File: src/logic/rpsc_map.vh
/*
 * constants for the reset pin state controller: cycle counts around reset
 * assumes one core clock (P) drives the block; memory-clock (E) periods
 * are taken as a fixed multiple of P
 */
`ifndef RPSC_MAP_VH
`define RPSC_MAP_VH

// ==========================================
// clock relations
`define RPSC_E_PER_P 4
// ==========================================
// timing counts in CPU (P) and memory (E) clock periods
`define RPSC_ZV_MIN_P 2
`define RPSC_VALID_MAX_P 16070
// P counts are plain numbers so they can follow a size prefix in the logic;
// keep each one equal to its E count times RPSC_E_PER_P (plus the 3P terms)
`define RPSC_EMIFZ_MIN_E 16
`define RPSC_EMIFZ_MIN_P 64
`define RPSC_ECKO_HZ_MIN_E 2
`define RPSC_ECKO_HZ_P 8
`define RPSC_EMIFZ_HZ_P 19
`define RPSC_ECKI_SYNC_P 83
`define RPSC_CNT_W 15
// ==========================================
// group encodings of the eeprom pins
`define RPSC_GRP_Z 1'b0
`define RPSC_GRP_LOW 1'b1

`endif

File: src/logic/rpsc_counter.v
/*
 * saturating cycle counter, cleared while its clear input is high
 * assumes a synchronous active-high clear
 */
`timescale 1ns/1ns
module rpsc_counter (
	// clock and clear
	input wire clk_i,
	input wire clear_i,
	// count value
	output reg [14:0] count_o
);
	// ==========================================
	// counting
	// saturate rather than wrap so a long wait never re-triggers early thresholds
	always @(posedge clk_i) begin
		if (clear_i) begin
			count_o <= 15'h0000;
		end else if (count_o != 15'h7fff) begin
			count_o <= count_o + 15'h0001;
		end
	end
endmodule // rpsc_counter

File: src/logic/rpsc_top.v
/*
 * reset pin state controller: drives the enables of each pin group around
 * reset, and captures the boot straps while reset is held
 * assumes reset_n_i synchronous to clk_i; straps and selects are valid levels
 */
`timescale 1ns/1ns
`include "rpsc_map.vh"

// Functional notes
// - memory Z group floats within 3P+4E after reset asserts
// - memory Z group stays floating at least 16E, valid by 16070P after release
// - peripheral Z group floats immediately, valid 2P to 16070P after release
// - hold ack follows hold request during reset; bus requests held low
// - eeprom pins are low group only with PCI on and serial port 2 off
// - memory clock out floats no sooner than 2E, valid by 16070P after release
// - memory input clock resynchronised within 3P+20E assert, 16070P release
// - halfword select joins peripheral Z group only in 16-bit host mode
module rpsc_top (
	// clock and reset
	input wire clk_i,
	input wire sys_rst_i,
	// external reset pin and configuration pins
	input wire reset_n_i,
	input wire pci_enable_i,
	input wire serial_port2_select_i,
	input wire host_port_16bit_i,
	input wire [1:0] bus_hold_req_i,
	input wire [11:0] secondary_mem_address_i,
	input wire host_data_bit5_i,
	// memory interface enables
	output reg ext_mem_z_oe_o,
	output reg ext_mem_clock_out1_oe_o,
	output reg ext_mem_clock_in_sync_o,
	// hold and request outputs
	output reg [1:0] bus_hold_ack_o,
	output reg [1:0] bus_hold_ack_oe_o,
	output reg [1:0] ext_bus_request_out_o,
	// peripheral enables
	output reg periph_z_oe_o,
	output reg halfword_select_oe_o,
	output reg eeprom_chip_select_o,
	output reg eeprom_chip_select_oe_o,
	output reg eeprom_clock_oe_o,
	output reg eeprom_data_out_oe_o,
	output reg eeprom_low_group_o,
	// captured configuration
	output reg [11:0] boot_config_o,
	output reg boot_host_bit5_o,
	output reg pci_enable_o
);
	// ==========================================
	// phases
	localparam PH_RUN = 2'b00;
	localparam PH_ASSERT = 2'b01;
	localparam PH_HELD = 2'b10;
	localparam PH_RELEASE = 2'b11;

	reg [1:0] phase;
	reg [1:0] next_phase;
	reg in_reset;
	wire [14:0] count;
	wire count_clear;
	wire eeprom_low;
	// threshold hits; sync_off_due, periph_on_due and memz_on_due true on the edge at which their interval has elapsed
	wire count_fresh;
	wire memz_off_due;
	wire clkout_off_due;
	wire sync_off_due;
	wire periph_on_due;
	wire memz_on_due;

	// one counter serves both edges: cleared on every reset pin transition
	assign count_clear = sys_rst_i | (reset_n_i == in_reset);

	rpsc_counter u_count (
		.clk_i(clk_i),
		.clear_i(count_clear),
		.count_o(count)
	);

	// eeprom pins move between low and Z groups on the live select levels
	function grp_low;
		input pci_en;
		input sp2_sel;
		begin
			grp_low = pci_en & ~sp2_sel;
		end
	endfunction

	assign eeprom_low = grp_low(pci_enable_i, serial_port2_select_i);

	// ==========================================
	// elapsed-time decode
	// the counter reads n-1 on the n-th edge after a pin change; on the change
	// edge itself it still holds the previous interval, so that edge never counts
	function reached;
		input fresh;
		input [14:0] cnt;
		input [14:0] thr;
		begin
			reached = fresh & (cnt >= thr);
		end
	endfunction

	assign count_fresh = ~count_clear;
	assign memz_off_due = reached(count_fresh, count, 15'd`RPSC_EMIFZ_HZ_P - 15'd2);
	assign clkout_off_due = reached(count_fresh, count, 15'd`RPSC_ECKO_HZ_P);
	assign sync_off_due = reached(count_fresh, count, 15'd`RPSC_ECKI_SYNC_P - 15'd1);
	assign periph_on_due = reached(count_fresh, count, 15'd`RPSC_ZV_MIN_P - 15'd1);
	assign memz_on_due = reached(count_fresh, count, 15'd`RPSC_EMIFZ_MIN_P - 15'd1);

	// ==========================================
	// phase sequencing
	always @* begin
		next_phase = phase;
		case (phase)
			PH_RUN: begin
				if (!reset_n_i) begin
					next_phase = PH_ASSERT;
				end
			end
			PH_ASSERT: begin
				if (reset_n_i) begin
					next_phase = PH_RELEASE;
				end else if (count >= 15'd`RPSC_ECKI_SYNC_P) begin
					next_phase = PH_HELD;
				end
			end
			PH_HELD: begin
				if (reset_n_i) begin
					next_phase = PH_RELEASE;
				end
			end
			PH_RELEASE: begin
				if (!reset_n_i) begin
					next_phase = PH_ASSERT;
				end else if (count >= 15'd`RPSC_EMIFZ_MIN_P) begin
					next_phase = PH_RUN;
				end
			end
			default: begin
				next_phase = PH_ASSERT;
			end
		endcase
	end

	// ==========================================
	// state and pin enables
	// enables come straight from flops so pins never glitch on decode
	always @(posedge clk_i) begin
		if (sys_rst_i) begin
			phase <= PH_ASSERT;
			in_reset <= 1'b1;
			ext_mem_z_oe_o <= 1'b0;
			ext_mem_clock_out1_oe_o <= 1'b0;
			ext_mem_clock_in_sync_o <= 1'b0;
			bus_hold_ack_o <= 2'b00;
			bus_hold_ack_oe_o <= 2'b00;
			ext_bus_request_out_o <= 2'b00;
			periph_z_oe_o <= 1'b0;
			halfword_select_oe_o <= 1'b0;
			eeprom_chip_select_o <= 1'b0;
			eeprom_chip_select_oe_o <= 1'b0;
			eeprom_clock_oe_o <= 1'b0;
			eeprom_data_out_oe_o <= 1'b0;
			eeprom_low_group_o <= `RPSC_GRP_Z;
			boot_config_o <= 12'h000;
			boot_host_bit5_o <= 1'b0;
			pci_enable_o <= 1'b0;
		end else begin
			phase <= next_phase;
			in_reset <= ~reset_n_i;
			eeprom_low_group_o <= eeprom_low ? `RPSC_GRP_LOW : `RPSC_GRP_Z;
			if (!reset_n_i) begin
				// peripheral Z group floats on the first edge seen low
				periph_z_oe_o <= 1'b0;
				halfword_select_oe_o <= 1'b0;
				// memory Z group off inside the 3P+4E limit
				if (memz_off_due || phase != PH_RUN) begin
					ext_mem_z_oe_o <= 1'b0;
				end
				// memory clock out keeps running for at least 2E
				if (clkout_off_due) begin
					ext_mem_clock_out1_oe_o <= 1'b0;
				end
				// input clock sync drops at the 3P+20E mark
				if (sync_off_due) begin
					ext_mem_clock_in_sync_o <= 1'b0;
				end
				// hold ack mirrors hold request; bus requests low
				bus_hold_ack_o <= bus_hold_req_i;
				bus_hold_ack_oe_o <= 2'b11;
				ext_bus_request_out_o <= 2'b00;
				// eeprom pins: driven low in low group, else floated
				eeprom_chip_select_o <= 1'b0;
				eeprom_chip_select_oe_o <= eeprom_low;
				eeprom_clock_oe_o <= eeprom_low;
				eeprom_data_out_oe_o <= eeprom_low;
				// straps captured every cycle reset is held, last value kept
				boot_config_o <= secondary_mem_address_i;
				boot_host_bit5_o <= host_data_bit5_i;
				pci_enable_o <= pci_enable_i;
			end else begin
				// release: clocks and peripherals well inside 16070P
				ext_mem_clock_in_sync_o <= 1'b1;
				ext_mem_clock_out1_oe_o <= 1'b1;
				if (periph_on_due) begin
					periph_z_oe_o <= 1'b1;
					halfword_select_oe_o <= host_port_16bit_i;
				end
				// memory Z group waits the 16E floor before driving
				if (memz_on_due) begin
					ext_mem_z_oe_o <= 1'b1;
				end
				bus_hold_ack_oe_o <= 2'b11;
				eeprom_chip_select_oe_o <= eeprom_low;
				eeprom_clock_oe_o <= 1'b1;
				eeprom_data_out_oe_o <= 1'b1;
				eeprom_chip_select_o <= 1'b1;
			end
		end
	end
endmodule // rpsc_top

File: config.mk
export PLATFORM = sky130hd
export DESIGN_NAME = rpsc_top
export DESIGN_NICKNAME = d
export VERILOG_FILES = /design/src/logic/rpsc_counter.v /design/src/logic/rpsc_top.v
export VERILOG_INCLUDE_DIRS = /design/src /design/src/logic
export SDC_FILE = /design/constraint.sdc
export NUM_CORES = 1
export LEC_CHECK = 0
export BUFFER_PORTS_ARGS = -buffer_cell sky130_fd_sc_hd__buf_2
export CAP_MARGIN = 20
export CORE_MARGIN = 2
export CORE_UTILIZATION = 40
export DETAILED_ROUTE_END_ITERATION = 6
export HOLD_SLACK_MARGIN = 0.02
export MAX_ROUTING_LAYER = met4
export PLACE_DENSITY = 0.73
export SLEW_MARGIN = 0
export SYNTH_ARGS = -nofsm -noshare
export SYNTH_HDL_FRONTEND = slang
export SYNTH_HIERARCHICAL = 1
export SYNTH_SLANG_ARGS = --single-unit
File: constraint.sdc
create_clock -name clk_i -period 3.4 [get_ports clk_i]
set_clock_uncertainty 0.05 [all_clocks]
set_input_delay 0.51 -clock clk_i [delete_from_list [all_inputs] [get_ports clk_i]]
set_output_delay 0.51 -clock clk_i [all_outputs]
set_load 0.01 [all_outputs]
==> results.md, run 1 <==
- First-pass GRT wire length: 6.444 mm
- Yosys cell types: 44
- CTS Buf Count: 5
- Cts repair resizes: 0
- Top post-synthesis cells by count: 43 x dfxtp_1, 32 x nor2_1, 19 x mux2i_1
- Vias in the first global route: 1442
- Initial antenna violation count: 0
- EDFF count, synth: 0
- Core Util, Final: 0.4830
- Min Tclk post-route: 2009 ps
- Global Route Usage Sum: 0.1511
- Vias/cell: 4.967
- Crit path max fanout: 8
- Async set-or-reset flop fraction in the synthesized netlist: 0
- Max Cap Violations: 0
- Register-to-Register Path Depth: 5
- Worst r2r dst: phase[1]$_SDFFE_PP0P_
- Placer Congestion: 0.8254
- Cells after Synth: 220
- #FFs+latches synth: 43
- Root Buffer: clkbuf_8
- Final Instance Area: 0.002420 mm^2
- Share of layout cells above drive strength 1: 0.2820
- Die W: 75.56 um
- Max transition margin: 0.4944
- Post-DP HPWL: 2.794 mm
- Cell accounting for the most synthesized area: dfxtp_1
- Clock Tree Buf Depth: 2
- Area growth, synth to finish: 18.14%
- First-pass detailed-route iteration total: 4
- Max VDD drop: 0.2878 mV
- CP required: 3580 ps
- WS Path Type: reg -> reg
- Clock net sink count: 43
- Die area: 0.005709 mm^2
- Io pins: 51
- Clk_lat worst skew: 290 ps
- Critical R2R Launch: u_count/count_o[8]$_SDFFE_PP0P_
- Htree depth: 2
- Main synth FF type: dfxtp_1
- Rows: 26
- Ant. Diodes: 0
- Startpoint types: flip-flop
- Status: completed
- Final net count: 292
- Total core area: 0.005010 mm^2
- DR WL/cell: 11.77 um
- Hold_buf cts: 0
- Post-CTS setup buffers: 0
- Clock slew at reported path FFs: 80 ps
- Max Freq: 497.7 MHz
- Crit. End Element: flip-flop
- Leakage power: 1.071 nW
- Design Power: 1.095 mW
- Register area share after synthesis: 0.4203
- CP endpoint: phase[1]$_SDFFE_PP0P_
- Final-report max-slew violation count: 0
- Endpoints failing hold: 0
- Port bufs: 48
- CP Launch Point: u_count/count_o[8]$_SDFFE_PP0P_
- Setup violations, final: 0
- PD cells: 452.4 mW/mm^2
- R2R setup slack: 1390 ps
- Largest net degree at the start of global routing: 23
- DRT Wirelength: 3.956 mm
- Synth top area cells: dfxtp_1 42%, mux2i_1 9.3%, nor2_1 5.9%
- CTS tree: done
- Residual DRC: 0
- Placement Cell Area: 0.002321 mm^2
- GRT Residual Overflow: 0
- Initial Utilization: 0.4088
- Chip Height: 75.56 um
- CP arrival: 2190 ps
- Hold Crit Class: in -> reg
- WHS Path Cells: 2
- Synth warn: 6
- Slew @ Worst Pin: 756.5 ps
- Mean post-synth cell area: 9.310 um^2
- Most frequent cell after synthesis: dfxtp_1
- Post-synth top area share: 0.4203
- Hold Slack: 323.3 ps
- Post-Syn Area: 0.002048 mm^2
- Vias: 1669
- Crit share post-route: 0.5909
- TNS Setup: 0 ps
- Detailed Route Iter0 Violations: 69
- RSZ-0062 raised after global routing: false
- Post-route ant nets: 0
through the flow:
stage / instances / setup WS [ps]
2_1_floorplan: 221 / 1578
3_3_place_gp: 328 / 1191
3_5_place_dp: 328 / 1143
4_1_cts: 336 / 1377
5_1_grt: 336 / 1276
6_report: 336 / 1391
cell type report:
cell class / instances / area [um^2]
fillers: 497 / 2590
multi-input cells: 159 / 1099
flip-flops and latches: 43 / 860.8
repair buffers: 49 / 247.7
well taps: 70 / 87.58
clock buffers: 6 / 82.58
inverters: 7 / 26.28
clock inverters: 2 / 16.27
sequential cells by signal, indices dropped and copies added (netlist names):
name	flops
halfword_select_oe_o	1
eeprom_chip_select_o	1
eeprom_chip_select_oe_o	1
ext_mem_clock_in_sync_o	1
periph_z_oe_o	1
ext_mem_clock_out1_oe_o	1
bus_hold_ack_o	2
boot_host_bit5_o	1
eeprom_data_out_oe_o	1
bus_hold_ack_oe_o	1
in_reset	1
ext_mem_z_oe_o	1
phase	2
pci_enable_o	1
u_count/count_o	15
boot_config_o	12
layer usage:
metal / global-route usage / wire length, um / vias up
met2: 0.2213 / 1791 / 48
met5: - / 0 / -
met1: 0.2044 / 1921 / 756
met3: 0.04365 / 215 / 4
met4: 0.04094 / 27 / 0
li1: - / - / 861
worst min path at each step:
| stage | startpoint | to |
|---|---|---|
| final | serial_port2_select_i | eeprom_chip_select_oe_o$_SDFF_PP0_ |
| after global routing | serial_port2_select_i | eeprom_chip_select_oe_o$_SDFF_PP0_ |
| after CTS | serial_port2_select_i | eeprom_chip_select_oe_o$_SDFF_PP0_ |
| after detailed placement | periph_z_oe_o$_SDFFE_PP0P_ | periph_z_oe_o$_SDFFE_PP0P_ |
| after global placement | ext_mem_clock_out1_oe_o$_SDFFE_PP0P_ | ext_mem_clock_out1_oe_o$_SDFFE_PP0P_ |
| after floorplan | phase[1]$_SDFFE_PP0P_ | phase[1]$_SDFFE_PP0P_ |
power breakdown:
group | internal, mW | switching [mW]
sequential | 0.533 | 0.0240
combinational | 0.0884 | 0.103
clock | 0.166 | 0.181
total | 0.787 | 0.308
cells by family (layout without fill, tap and decap cells):
logic type	count (synthesis)	after routing	synth area share
adders and majority gates	6	6	0.03665
and+or+nand+nor	85	85	0.2272
DFF	43	43	0.4203
buffers and inverters	19	64	0.04521
other	1	2	0.001831
muxes	25	25	0.1258
xor gates and xnor gates	3	3	0.01283
AOI/OAI and AO/OA	38	38	0.1301
cell usage in the layout, fill, tap and decap left out, types with 2 or more instances in the layout:
cell,count
xor2_1,3
clkbuf_8,6
or2_2,3
conb_1,2
nor3_1,7
nand3_1,9
and4_1,4
a31oi_1,3
inv_1,7
mux2i_1,19
nor2_4,2
nor2_1,32
or4_4,2
dfxtp_1,43
buf_2,48
nand4_1,2
a211oi_1,4
o21ai_0,7
mux2_2,5
nor2b_1,5
a21oi_1,14
nand2_1,11
ha_1,6
critical path: stages, from the launching register on:
cell     delay, ps
dfxtp_1        400
or4_4          590
nor3_2         340
nand2_1        150
a31oi_4        230
mux2i_1        190
(Power assumes the default switching activity.)
==> run 2: changes to the inputs <==
PLACE_DENSITY = 0.75   (was 0.73)
clock period = 1.66 ns   (was 3.4 ns; I/O delays follow)
==> run 2 against run 1 <==
Compared with the run above: power up 100%; hold slack worse by 260 ps; die area unchanged; clock-buffer cell count unchanged; cell count up 8.3%; sequential share of layout area down 3.2 points; routed wire length up 21%; design area up 11%; critical path type unchanged; flip-flop and latch count unchanged; largest power group unchanged; the run now ends with setup timing left; clock power up 83%.
==> results.md, run 2 (synthesis results as in run 1) <==
- Chip Height: 75.56 um (unchanged)
- Crit. End Element: flip-flop
- Htree depth: 2 (unchanged)
- CTS tree: done
- Largest net degree at the start of global routing: 22 (-4.3%)
- Total core area: 0.005010 mm^2 (unchanged)
- Residual DRC: 0 (unchanged)
- Fill cells: 480 (-3.4%)
- Initial antenna violation count: 0 (unchanged)
- Endpoints failing hold: 0 (unchanged)
- Clock net sink count: 43 (unchanged)
- DP Worst Slack: -192.2 ps (-1335 ps)
- Share of layout cells above drive strength 1: 0.3980 (+0.1160)
- Hold Crit Class: in -> reg
- Design Power: 2.201 mW (+100%)
- Largest reg by FF count: u_count/count_o
- Root Buffer: clkbuf_8
- DR WL/cell: 13.10 um (+11%)
- Placer Congestion: 0.8303 (+0.59%)
- CP arrival: 2040 ps (-150 ps)
- Crit share post-route: 1.132 (+0.5413)
- PD cells: 818.3 mW/mm^2 (+81%)
- Most frequent cells in the layout: 48 x buf_2, 37 x dfxtp_1, 32 x nor2_1
- Initial Utilization: 0.4088 (unchanged)
- Die area: 0.005709 mm^2 (unchanged)
- Rows: 26 (unchanged)
- Area growth, synth to finish: 31.34%
- Max Cap Violations: 0 (unchanged)
- Crit path max fanout: 2 (-6)
- Io pins: 51 (unchanged)
- Post-DP HPWL: 3.441 mm (+23%)
- Ant. Diodes: 0 (unchanged)
- WS Path Type: reg -> reg
- Final-report max-slew violation count: 0 (unchanged)
- Max Freq: 532.0 MHz (+6.9%)
- Worst path slowest cell: or4_4
- Top layer in use: met4
- Hold_buf cts: 0 (unchanged)
- Min Tclk post-route: 1880 ps (-129.6 ps)
- Wire length on met2: 2.289 mm (+28%)
- Worst path cell trace: or4_4 > a211o_1 > o21a_1 > a31oi_4 > mux2i_1
- Port bufs: 48 (unchanged)
- CP max stage delay: 530 ps (-60 ps)
- Status: finished, violations left
- Max reg flops: 15 (unchanged)
- Critical R2R Launch: u_count/count_o[7]$_SDFFE_PP0P_
- Final worst slack: -219.5 ps (-1610 ps)
- Detailed Route Iter0 Violations: 95 (+38%)
- Leakage power: 1.217 nW (+14%)
- TNS Setup: -670.0 ps (-670.0 ps)
- Vias in the first global route: 1712 (+19%)
- Core Util, Final: 0.5370 (+0.05395)
- Vias/cell: 5.005 (+0.77%)
- Largest regs: u_count/count_o x15, boot_config_o x12
- Failing checks: setup timing
- Max VDD drop: 0.7579 mV (+160%)
- CTS Buf Count: 5 (unchanged)
- GRT Residual Overflow: 0 (unchanged)
- Clk_lat worst skew: 290 ps (about the same)
- Register area: 870.8 um^2 (+1.2%)
- Clock Tree Buf Depth: 2 (unchanged)
- Commonest non-fill, non-tap cell in the layout: buf_2
- Wire length on met1: 2.138 mm (+11%)
- Vias: 1822 (+9.2%)
- Post-route ant nets: 0 (unchanged)
- DRT Wirelength: 4.770 mm (+21%)
- RSZ-0062 raised after global routing: true
- Global Route Usage Sum: 0.1788 (+0.02770)
- Setup violations, final: 7 (+7)
- Startpoint types: flip-flop
- First-pass detailed-route iteration total: 4 (unchanged)
- CP Launch Point: u_count/count_o[7]$_SDFFE_PP0P_
- First-pass GRT wire length: 7.659 mm (+19%)
- Hold Path Origin: serial_port2_select_i
- Met3 WL: 241 um (+12%)
- CP required: 1820 ps (-1760 ps)
- Die W: 75.56 um (unchanged)
- Clock slew at reported path FFs: 80 ps (about the same)
- Footprint of the multi-input gates: 0.001164 mm^2 (+5.9%)
- Placement Cell Area: 0.002515 mm^2 (+8.4%)
- Final Instance Area: 0.002690 mm^2 (+11%)
- Final net count: 321 (+9.9%)
==> run 2: changes by cell type in the layout (fill, tap and decap cells not counted), sizes merged <==
cell,change
buf,+28
clkinv,-1
nor2,+1
==> run 2: layout make-up <==
type,count,share of cell area
Sequential cell,43,0.3237
Clock inverter,1,0.002791
Tap cell,70,0.03256
Timing Repair Buffer,77,0.1716
Inverter,7,0.009767
Clock buffer,6,0.02698
Multi-Input combinational cell,160,0.4326
==> run 2: critical path, delay by kind of cell, from the launching register on <==
| family | cells | cell delay, ps |
|---|---|---|
| AOI/OAI and AO/OA | 3 | 670 |
| muxes | 1 | 220 |
| and+or+nand+nor | 1 | 530 |
| DFF | 1 | 320 |
==> run 2: timing repair <==
action / 4_1_cts / 5_1_grt
pin swaps: 5 / 4
setup buffers: 2 / 2
resized for setup: 9 / 8
endpoints found under the setup margin: 7 / 11
gates cloned: 0 / 1
==> run 2: metrics by stage <==
stage	hold slack, ps	instances
after floorplan	281.4	221
after global placement	371.1	353
after detailed placement	372.4	353
after CTS	56.51	361
after global routing	72.29	364
final	65.94	364
==> run 2: path summary, 6_finish.rpt <==
kind	slack, ps	cells past startpoint	to
min	70	2	eeprom_chip_select_oe_o$_SDFF_PP0_
max reg2reg	-220	5	phase[0]$_SDFFE_PP1P_
max	-220	5	phase[0]$_SDFFE_PP1P_
min reg2reg	420	2	periph_z_oe_o$_SDFFE_PP0P_
==> run 2: layer usage <==
layer,vias up,global-route usage
li1,916,-
met3,11,0.05291
met5,-,-
met1,849,0.2170
met2,46,0.2831
met4,0,0.06238
==> run 2: power breakdown <==
part	internal [mW]	switching [mW]	total (mW)
clock	0.289	0.345	0.634
sequential	1.09	0.0449	1.13
combinational	0.199	0.235	0.433
total	1.58	0.625	2.20
